$ cat src/apec_pkg.sv
/*
  apec_pkg: constants and carrier types for the ata port enable control.
  assumes a 200 MHz core clock; all timing counts derive from it.
*/
package apec_pkg;

  localparam int unsigned CLK_MHZ        = 200;
  localparam int unsigned PWRUP_DELAY_US = 2000;
  localparam int unsigned POLL_PERIOD_US = 20000;
  localparam int unsigned PWRUP_CYCLES   = PWRUP_DELAY_US * CLK_MHZ;
  localparam int unsigned POLL_CYCLES    = POLL_PERIOD_US * CLK_MHZ;
  localparam int unsigned CNT_W          = 23;

  localparam logic [2:0] ADDR_IDLE       = 3'h7;
  localparam logic [1:0] CS_IDLE_N       = 2'h3;
  localparam logic       STROBE_IDLE_N   = 1'b1;

  typedef enum logic [1:0] {
    APEC_ST_BOOT    = 2'b00,
    APEC_ST_RUN     = 2'b01,
    APEC_ST_PARKED  = 2'b10
  } apec_state_t;

  // ata outputs as driven by the transfer engine or by this block
  typedef struct packed {
    logic [2:0] addr;
    logic [1:0] cs_n;
    logic       rd_n;
    logic       wr_n;
    logic       dmack_n;
    logic       drive_reset_out_n;
  } apec_ata_out_t;

  localparam apec_ata_out_t ATA_IDLE = '{
    addr: ADDR_IDLE, cs_n: CS_IDLE_N, rd_n: STROBE_IDLE_N,
    wr_n: STROBE_IDLE_N, dmack_n: STROBE_IDLE_N,
    drive_reset_out_n: 1'b1};

endpackage : apec_pkg

$ cat src/apec_sync.sv
/*
  apec_sync: three-flop synchroniser with agreement filter for a pin.
  assumes the pin is asynchronous to core_clk.
*/
`timescale 1ns/1ps
module apec_sync (
  input  wire logic core_clk,
  input  wire logic rstn,
  input  wire logic pin_in,
  output logic      level_out
);
  logic s1_r;
  logic s2_r;
  logic s3_r;

  always_ff @(posedge core_clk) begin
    if (!rstn) begin
      s1_r <= 1'b0;
      s2_r <= 1'b0;
      s3_r <= 1'b0;
    end else begin
      s1_r <= pin_in;
      s2_r <= s1_r;
      s3_r <= s2_r;
    end
  end

  // level only moves once the last two stages agree
  always_ff @(posedge core_clk) begin
    if (!rstn) begin
      level_out <= 1'b0;
    end else if (s2_r == s3_r) begin
      level_out <= s3_r;
    end
  end
endmodule : apec_sync

$ cat src/apec_top.sv
/*
  apec_top: start-up pin states and enable gating for the ata host port.
  assumes the ata transfer engine drives eng_out and honours eng_run;
  pad logic builds each wire from the value and its output enable.
*/
`timescale 1ns/1ps
module apec_top #(
  parameter int unsigned PWRUP_CYC = apec_pkg::PWRUP_CYCLES,
  parameter int unsigned POLL_CYC  = apec_pkg::POLL_CYCLES
) (
  input  wire logic              core_clk,
  input  wire logic              rstn,
  input  wire logic              ata_port_enable,
  input  wire logic              bus_power_present,
  input  wire logic              mfg_test_mode,
  input  apec_pkg::apec_ata_out_t eng_out,
  output apec_pkg::apec_ata_out_t ata_out,
  output logic                   ata_out_oe,
  output logic                   eng_run,
  output logic                   eng_restart,
  output logic                   usb_connect,
  output logic                   bus_power_seen
);
  logic [apec_pkg::CNT_W-1:0] boot_cnt_r;
  logic [apec_pkg::CNT_W-1:0] poll_cnt_r;
  apec_pkg::apec_state_t      state_r;
  apec_pkg::apec_state_t      state_nxt;
  logic                       en_sync;
  logic                       pwr_sync;
  logic                       sample_r;
  logic                       poll_tick;
  logic                       fall_seen;
  logic                       rise_seen;

  function automatic logic [apec_pkg::CNT_W-1:0] cnt_last(
    input int unsigned cyc);
    cnt_last = apec_pkg::CNT_W'(cyc - 1);
  endfunction : cnt_last

  apec_sync u_en_sync (
    .core_clk  (core_clk),
    .rstn      (rstn),
    .pin_in    (ata_port_enable),
    .level_out (en_sync)
  );

  apec_sync u_pwr_sync (
    .core_clk  (core_clk),
    .rstn      (rstn),
    .pin_in    (bus_power_present),
    .level_out (pwr_sync)
  );

  always_ff @(posedge core_clk) begin
    if (!rstn) begin
      bus_power_seen <= 1'b0;
    end else begin
      bus_power_seen <= pwr_sync;
    end
  end

  always_ff @(posedge core_clk) begin
    if (!rstn) begin
      boot_cnt_r <= '0;
    end else if (state_r == apec_pkg::APEC_ST_BOOT) begin
      boot_cnt_r <= boot_cnt_r + 1'b1;
    end
  end

  // poll period counter, idle in test mode
  always_ff @(posedge core_clk) begin
    if (!rstn || state_r == apec_pkg::APEC_ST_BOOT || mfg_test_mode) begin
      poll_cnt_r <= '0;
    end else if (poll_tick) begin
      poll_cnt_r <= '0;
    end else begin
      poll_cnt_r <= poll_cnt_r + 1'b1;
    end
  end

  assign poll_tick = !mfg_test_mode &&
                     state_r != apec_pkg::APEC_ST_BOOT &&
                     poll_cnt_r == cnt_last(POLL_CYC);

  // previous sample kept; pin is expected high at start-up
  always_ff @(posedge core_clk) begin
    if (!rstn) begin
      sample_r <= 1'b1;
    end else if (poll_tick) begin
      sample_r <= en_sync;
    end
  end

  // act only on a changed sample
  assign fall_seen = poll_tick && sample_r && !en_sync;
  assign rise_seen = poll_tick && !sample_r && en_sync;

  always_comb begin
    state_nxt = state_r;
    case (state_r)
      apec_pkg::APEC_ST_BOOT: begin
        if (boot_cnt_r == cnt_last(PWRUP_CYC)) begin
          state_nxt = apec_pkg::APEC_ST_RUN;
        end
      end
      apec_pkg::APEC_ST_RUN: begin
        if (fall_seen) begin
          state_nxt = apec_pkg::APEC_ST_PARKED;
        end
      end
      apec_pkg::APEC_ST_PARKED: begin
        if (rise_seen) begin
          state_nxt = apec_pkg::APEC_ST_RUN;
        end
      end
      default: begin
        state_nxt = apec_pkg::APEC_ST_BOOT;
      end
    endcase
  end

  // chip reset returns everything to boot
  always_ff @(posedge core_clk) begin
    if (!rstn) begin
      state_r <= apec_pkg::APEC_ST_BOOT;
    end else begin
      state_r <= state_nxt;
    end
  end

  always_ff @(posedge core_clk) begin
    if (!rstn) begin
      eng_run     <= 1'b0;
      eng_restart <= 1'b0;
      usb_connect <= 1'b0;
    end else begin
      eng_run     <= state_nxt == apec_pkg::APEC_ST_RUN;
      eng_restart <= state_r == apec_pkg::APEC_ST_PARKED && rise_seen;
      usb_connect <= state_nxt == apec_pkg::APEC_ST_RUN;
    end
  end

  // idle high in boot, engine values while running
  always_ff @(posedge core_clk) begin
    if (!rstn) begin
      ata_out <= apec_pkg::ATA_IDLE;
    end else if (state_nxt == apec_pkg::APEC_ST_RUN) begin
      ata_out <= eng_out;
    end else begin
      ata_out <= apec_pkg::ATA_IDLE;
    end
  end

  // no drive in boot or while parked
  always_ff @(posedge core_clk) begin
    if (!rstn) begin
      ata_out_oe <= 1'b0;
    end else begin
      ata_out_oe <= state_nxt == apec_pkg::APEC_ST_RUN;
    end
  end

  boot_quiet_a: assert property (@(posedge core_clk) disable iff (!rstn)
    state_r == apec_pkg::APEC_ST_BOOT && boot_cnt_r != cnt_last(PWRUP_CYC)
    |=> !ata_out_oe)
    else $error("ata drive during start-up delay");

  boot_exit_a: assert property (@(posedge core_clk) disable iff (!rstn)
    $rose(ata_out_oe) && $past(state_r) == apec_pkg::APEC_ST_BOOT
    |-> $past(boot_cnt_r) == cnt_last(PWRUP_CYC))
    else $error("start-up delay length wrong");

  poll_mfg_a: assert property (@(posedge core_clk) disable iff (!rstn)
    mfg_test_mode |-> !poll_tick)
    else $error("poll in test mode");

  poll_space_a: assert property (@(posedge core_clk) disable iff (!rstn)
    poll_tick |=> !poll_tick [*2])
    else $error("polls too close");

  park_hiz_a: assert property (@(posedge core_clk) disable iff (!rstn)
    fall_seen && state_r == apec_pkg::APEC_ST_RUN
    |=> !ata_out_oe && !eng_run && !usb_connect)
    else $error("port not parked on low enable");

  park_hold_a: assert property (@(posedge core_clk) disable iff (!rstn)
    state_r == apec_pkg::APEC_ST_PARKED && !rise_seen |=> !eng_run)
    else $error("engine ran while parked");

  resume_a: assert property (@(posedge core_clk) disable iff (!rstn)
    rise_seen && state_r == apec_pkg::APEC_ST_PARKED
    |=> eng_restart && usb_connect && ata_out_oe)
    else $error("no resume on rising enable");

  change_only_a: assert property (@(posedge core_clk)
    disable iff (!rstn)
    poll_tick && en_sync == sample_r |=> state_r == $past(state_r))
    else $error("state moved without change");

  reset_boot_a: assert property (@(posedge core_clk)
    !rstn |=> state_r == apec_pkg::APEC_ST_BOOT && !ata_out_oe)
    else $error("reset did not clear state");

  run_c: cover property (@(posedge core_clk) disable iff (!rstn)
    $rose(eng_run));
  park_c: cover property (@(posedge core_clk) disable iff (!rstn)
    fall_seen && state_r == apec_pkg::APEC_ST_RUN);
  resume_c: cover property (@(posedge core_clk) disable iff (!rstn)
    eng_restart);
endmodule : apec_top

$ cat config.mk
export PLATFORM = sky130hd
export DESIGN_NAME = apec_top
export DESIGN_NICKNAME = d
export VERILOG_FILES = /design/src/apec_pkg.sv /design/src/apec_sync.sv /design/src/apec_top.sv
export SDC_FILE = /design/constraint.sdc
export NUM_CORES = 1
export LEC_CHECK = 0
export BUFFER_PORTS_ARGS = -buffer_cell sky130_fd_sc_hd__buf_2
export CORE_ASPECT_RATIO = 1.1
export CORE_MARGIN = 2
export CORE_UTILIZATION = 35
export DETAILED_ROUTE_END_ITERATION = 7
export GPL_ROUTABILITY_DRIVEN = 0
export GPL_TIMING_DRIVEN = 0
export PLACE_DENSITY = 0.61
export SYNTH_ARGS = -nofsm -noshare
export SYNTH_HDL_FRONTEND = slang
export SYNTH_SLANG_ARGS = --single-unit
export TNS_END_PERCENT = 1
$ cat constraint.sdc
create_clock -name core_clk -period 2.4 [get_ports core_clk]
set_clock_uncertainty 0.05 [all_clocks]
set_input_delay 0 -clock core_clk [delete_from_list [all_inputs] [get_ports core_clk]]
set_output_delay 0 -clock core_clk [all_outputs]
set_load 0.005 [all_outputs]
==> results of run 1 <==
==> power breakdown <==
part	internal [W]	leakage, nW	switching [W]	total, W
combinational	0.0000345	0.657	0.0000356	0.0000701
sequential	0.00115	0.562	0.00000703	0.00116
clock	0.000454	0.0926	0.000410	0.000865
==> metal layers <==
layer	share of wire, %	wire [um]	GRT usage (%)	vias to the layer above
met5	0	0	0	-
met4	1.5	103	6.561	0
met3	3.5	248	2.802	10
met2	48	3422	22.97	52
met1	47	3298	20.21	1329
li1	-	-	-	1414
==> cell families (layout without fill, tap and decap cells) <==
kind of cell | count (synthesis) | after routing
AOI/OAI and AO/OA | 59 | 59
buffers and inverters | 33 | 93
DFF | 69 | 69
and+or+nand+nor | 164 | 164
xor gates and xnor gates | 25 | 25
adders and majority gates | 2 | 2
==> final timing paths <==
check,from,end,slack [ns],cells after the start
setup / recovery,poll_cnt_r[22],state_r[0],-0.1,5
hold / removal,mfg_test_mode,poll_cnt_r[1],0.18,4
hold reg to reg,u_pwr_sync.s1_r,u_pwr_sync.s2_r,0.39,1
setup reg to reg,poll_cnt_r[22],state_r[0],-0.1,5
==> final cells by class <==
class                      count  area [um^2]
sequential                    69         1395
multi-input combinational    250         1594
clock inverter                 1        5.005
inverter                      15        56.30
buffer                        17        87.58
timing repair buffer          46        325.3
fill                         838         4677
clock buffer                  14        172.7
tap                          111        138.9
==> metrics by stage <==
stage / cell area, um^2 / setup WS (ns)
4_1_cts: 3655 / -0.1192
3_5_place_dp: 3348 / -0.2947
3_3_place_gp: 3348 / -0.2886
2_1_floorplan: 3074 / -0.01088
5_1_grt: 3775 / -0.1546
6_report: 3775 / -0.09917
==> repair_timing <==
action | 4_1_cts | 5_1_grt
endpoints found under the setup margin | 31 | 36
pin swaps | 0 | 10
hold buffers | 12 | 0
gates cloned | 0 | 1
setup buffers | 0 | 6
resized for setup | 6 | 17
hold endpoints to repair | 11 | 0
==> worst register-to-register path, delay by kind of cell (launching register included) <==
family | cells | cell delay, ns
and+or+nand+nor | 3 | 1.60
DFF | 1 | 0.33
AOI/OAI and AO/OA | 1 | 0.25
buffers and inverters | 1 | 0.16
==> cells in the mapped netlist <==
master | count | area share [%]
a2111oi_0 | 1 | 0.29
o21ai_0 | 16 | 2.6
nor3_1 | 6 | 0.98
nand3b_1 | 1 | 0.24
or4_1 | 11 | 2.7
o31ai_1 | 6 | 1.5
a311o_1 | 2 | 0.65
nor2_1 | 31 | 3.8
buf_4 | 2 | 0.49
nor2b_1 | 1 | 0.20
nor4_1 | 16 | 3.3
nor4b_1 | 1 | 0.29
or3_1 | 12 | 2.4
a21oi_1 | 20 | 3.3
buf_6 | 1 | 0.37
o311ai_0 | 1 | 0.29
and3_1 | 14 | 2.9
dfxtp_1 | 69 | 45
or3b_2 | 1 | 0.29
or4b_1 | 1 | 0.33
buf_2 | 1 | 0.16
inv_1 | 14 | 1.7
and4_1 | 4 | 1.1
nand4_1 | 18 | 3.7
o21bai_1 | 1 | 0.24
o21a_1 | 2 | 0.49
clkbuf_1 | 14 | 1.7
o31a_1 | 1 | 0.29
nor4bb_1 | 3 | 0.98
clkinv_1 | 1 | 0.12
a221oi_1 | 9 | 2.6
nand2_1 | 19 | 2.3
xnor2_1 | 11 | 3.1
xor2_1 | 14 | 4.0
nand2b_1 | 1 | 0.20
ha_1 | 2 | 0.82
nand3_1 | 13 | 2.1
and2_1 | 10 | 2.0
or4_4 | 1 | 0.37
==> flip-flops by register name (all words and copies together), names as in the netlist, 2 cells and up <==
name	cells
ata_out	9
boot_cnt_r	23
poll_cnt_r	23
state_r	2
==> metrics, run 1 <==
die span in x=93.23 um; DIE HEIGHT=102.2 um; Yosys Warn Count=0; Total Neg Setup Slack=-0.5192 ns; synthesis-stage register bit count=69; CP peak stage delay=0.55 ns; first-pass GRT wire length=11.23 mm; Tmin final=2.499 ns; initial antenna violation count=0; # diodes=0; syn nets=368; Hold Crit Class=input port to flip-flop; CTS root buffer=clkbuf_8; hold_ws=0.1756 ns; DPL Wire Length=4.789 mm; WL/cell=13.52 um; area share of and/or/nand/nor cells after synthesis=30.24%; crit start category=flip-flop; Non-Filler Instances=523; die footprint=9524 um^2; maximum clock path buffer count=2; num ports=28; initial core utilization=36.27%; placed insts=490; P&R area growth vs syn=23.14%; largest net degree at the start of global routing=11; multiplexer area fraction after synthesis=0%; most common cell after layout, fill and taps aside=dfxtp_1; most used cell, CP=or4_4; Final Hold Fails=0; failing checks=setup timing; number of global-route vias before repair=2369; Core Region=8452 um^2; CP arrival=2.66 ns; WP buf/inv=1; outcome=finished with violations; Setup Viol. Count Final=10; total iterations of the first detailed-routing run=4; CTS tree=built; Synth Instances=352; post-synthesis compound-gate area fraction=12.16%; Worst-path clk slew=0.06 ns; Starting DRT DRC Count=73; cell chain of the critical path=or4b_1 > or4_4 > or4_4 > buf_8 > a311o_1; Slew Limit Fails=0; CTS buffer count=9; CP Capture Type=flip-flop; Final Core Density=44.66%; most frequent cells in the layout=62 x dfxtp_1, 31 x nor2_1, 27 x buf_2; RSZ-0062 raised after global routing=true; nets=424; maximum VDD drop=0.1912 mV; Worst Setup Slack, final=-0.09917 ns; Clock Latency Late Sink=0.33 ns; Slew HR=64.06%; share of cells above drive strength 1=17.48%; Avg Vias per Cell=5.363; Vias=2805; Total Power=0.002093 W; Max-Cap Viols=0; family with the most delay on the worst path=simple AND/OR/NAND/NOR gates; largest family of logic cells by synthesized area=simple AND/OR/NAND/NOR gates; Pleak=1.311 nW; CP max-delay cell=or4_4; fmax=400.1 MHz; sequential area share after synthesis=45.06%; synth unique cells=39; num rows=35; XOR/XNOR Fraction of Synth Area=7.143%; Pwr Density=554.4 nW/um^2; total wire length=7.073 mm; Synth Area in Adders=0.8163%; critical path peak fanout=5; Least-Margin Pin Slew=0.5318 ns; synthesized area=3065 um^2; DRC Markers=0; critical path class=flip-flop to flip-flop; Critical Path RT=2.56 ns; GR Util All Layers=14.83%; clock sinks=69; Final period util=104.1%; Port Buffers=27; H-Tree Depth=3; post-route antenna net violation count=0; Mean Syn Cell Area=8.709 um^2; aggregate global routing overflow=0
Note: power is estimated with default switching activity, not from simulation.
==> run 2: changes to the inputs <==
Settings changed: CORE_MARGIN 2 to default, RECOVER_POWER from default to 50.
==> run 2 against run 1 <==
Against the previous run:
- the run now ends clean
- setup slack better by 0.11 ns
- non-clock buffer count is 1 lower
- die area is 4.1% lower
- combinational power is 1% higher
- cell area hardly changed
- first-iteration DRC count is 37% higher
- fmax is 4.7% higher
- via count is 1.2% lower
- routed wire length is 1.3% lower
- global-route usage is 1.3 points higher
- worst hold slack worse by 0.021 ns
- critical path type unchanged
==> metrics, run 2 (synthesized netlist as in run 1, its figures left out) <==
critical path peak fanout=5 (unchanged); share of cells above drive strength 1=17.32% (-0.16 points); Port Buffers=27 (unchanged); hold_ws=0.1549 ns (-0.02073 ns); DIE HEIGHT=100.2 um (-2.0%); aggregate global routing overflow=0 (unchanged); FILL cells=852 (+1.7%); DPL Wire Length=4.686 mm (-2.1%); Tmin final=2.387 ns (-0.1122 ns); first-pass GRT wire length=11.83 mm (+5.4%); most common cell after layout, fill and taps aside=dfxtp_1; num rows=35 (unchanged); most frequent cells in the layout=63 x dfxtp_1, 31 x nor2_1, 20 x buf_2, 20 x a21oi_1, 19 x nand2_1; switch share=23.27% (+1.6 points); CP arrival=2.57 ns (-0.09 ns); Flop pwr share=57.6% (+2.3 points); Worst-path clk slew=0.07 ns (about the same); Clock Latency Late Sink=0.34 ns (about the same); Max-Cap Viols=0 (unchanged); CTS buffer count=9 (unchanged); Setup Viol. Count Final=0 (-10); clock sinks=69 (unchanged); maximum VDD drop=0.2640 mV (+38%); CP Capture Type=flip-flop; initial antenna violation count=0 (unchanged); CTS tree=built; total iterations of the first detailed-routing run=4 (unchanged); Vias=2771 (-1.2%); Starting DRT DRC Count=100 (+37%); total wire length=6.983 mm (-1.3%); Final period util=99.46% (-4.7 points); nets=423 (-0.24%); outcome=complete, no violations; placed insts=490 (unchanged); Hold Crit Class=input port to flip-flop; Slew Limit Fails=0 (unchanged); Area after DPL=3348 um^2 (unchanged); Non-Filler Instances=521 (-0.38%); RSZ-0062 raised after global routing=true; Critical Path RT=2.58 ns (+0.02 ns); Logic pwr share=3.5% (+0.2 points); fmax=418.9 MHz (+4.7%); initial core utilization=36.27% (unchanged); Pleak=1.277 nW (-2.6%); Core Region=8452 um^2 (unchanged); P&R area growth vs syn=23.22% (about the same); Final Hold Fails=0 (unchanged); Largest regs=boot_cnt_r: 23 flops, poll_cnt_r: 23 flops, ata_out: 9 flops; final instance area=3777 um^2 (about the same); GR Util All Layers=16.14% (+1.3 points); Net Sw Power=0.0004680 W (+3.3%); number of global-route vias before repair=2563 (+8.2%); Worst Setup Slack, final=0.01303 ns (+0.1122 ns); Clock Power Share=38.9% (-2.4 points); DRC Markers=0 (unchanged); WL/cell=13.40 um (-0.89%); Pwr Density=532.4 nW/um^2 (-4.0%); die span in x=91.23 um (-2.1%); # diodes=0 (unchanged); largest net degree at the start of global routing=12 (+1); Least-Margin Pin Slew=0.5752 ns (+0.04347 ns); num ports=28 (unchanged); Int Power=0.001543 W (-5.9%); crit start category=flip-flop; Avg Vias per Cell=5.319 (-0.83%); Place WS=-0.2827 ns (+0.01206 ns); Slew HR=61.54% (-2.5 points); CTS root buffer=clkbuf_8; maximum clock path buffer count=2 (unchanged); critical path class=flip-flop to flip-flop; post-route antenna net violation count=0 (unchanged); H-Tree Depth=3 (unchanged); die footprint=9137 um^2 (-4.1%)
run 2: cell types whose count changed in the layout (fill, tap and decap cells not counted), moves of 3 or more:
cell / previous run / this run
and2_0: 0 / 4
and2_1: 10 / 6
buf_2: 27 / 20
clkbuf_1: 12 / 17
clkbuf_8: 12 / 9
nor4_1: 16 / 11
nor4_2: 0 / 5
run 2: final timing paths:
path | start | endpoint | slack, ns | depth (start not counted)
worst max register to register | poll_cnt_r[13] | state_r[0] | 0.01 | 5
worst min register to register | u_pwr_sync.s1_r | u_pwr_sync.s2_r | 0.38 | 1
worst min-delay path | mfg_test_mode | poll_cnt_r[12] | 0.15 | 5
worst max-delay path | poll_cnt_r[13] | state_r[0] | 0.01 | 5
run 2: area by class of cell:
class / instances / area (um^2) / share of cell area (%)
multi-input cells: 250 / 1635 / 43.29
well taps: 111 / 138.9 / 3.677
clock inverters: 5 / 30.03 / 0.7950
flip-flops and latches: 69 / 1391 / 36.83
repair buffers: 45 / 310.3 / 8.215
inverters: 15 / 56.30 / 1.491
plain buffers: 17 / 91.34 / 2.418
clock buffers: 9 / 123.9 / 3.279
run 2: what timing repair did:
action                                  CTS  global route
endpoints found under the hold margin    14             0
resized for setup                        17            17
hold buffers                             12             0
setup buffers                             3             2
pin swaps                                 6             5
gates cloned                              1             0
endpoints found under the setup margin   31            35
run 2: worst max-delay path: stages (launching register included):
cell and delay, ns:
dfxtp_2 0.32, or4b_1 0.50, or4_4 0.50, or4_4 0.49, buf_8 0.16, a311o_1 0.25
run 2: through the flow:
| step | total power, W | TNS (ns) | util (%) |
|---|---|---|---|
| floorplan | 0.001214 | -0.01088 | - |
| global placement | 0.001237 | -6.873 | 39.62 |
| detailed placement | 0.001239 | -6.468 | 39.62 |
| CTS | 0.002025 | -0.2881 | 43.91 |
| global route | 0.002093 | -0.1758 | 44.69 |
| finish | 0.002011 | 0 | 44.69 |
run 2: per-layer routing:
metal | part of all wire (%) | GRT usage, % | vias up
met3 | 3.6 | 4.470 | 9
met1 | 47 | 20.76 | 1311
met2 | 48 | 26.28 | 42
met4 | 1.4 | 5.250 | 0
met5 | 0 | 0 | -
li1 | - | - | 1409
run 2: power groups by stage:
stage | clock (W) | sequential, W | combinational, W
floorplan | 0 | 0.00118 | 0.0000296
global placement | 0 | 0.00119 | 0.0000511
detailed placement | 0 | 0.00119 | 0.0000524
CTS | 0.000798 | 0.00116 | 0.0000685
global route | 0.000855 | 0.00116 | 0.0000784
finish | 0.000782 | 0.00116 | 0.0000709
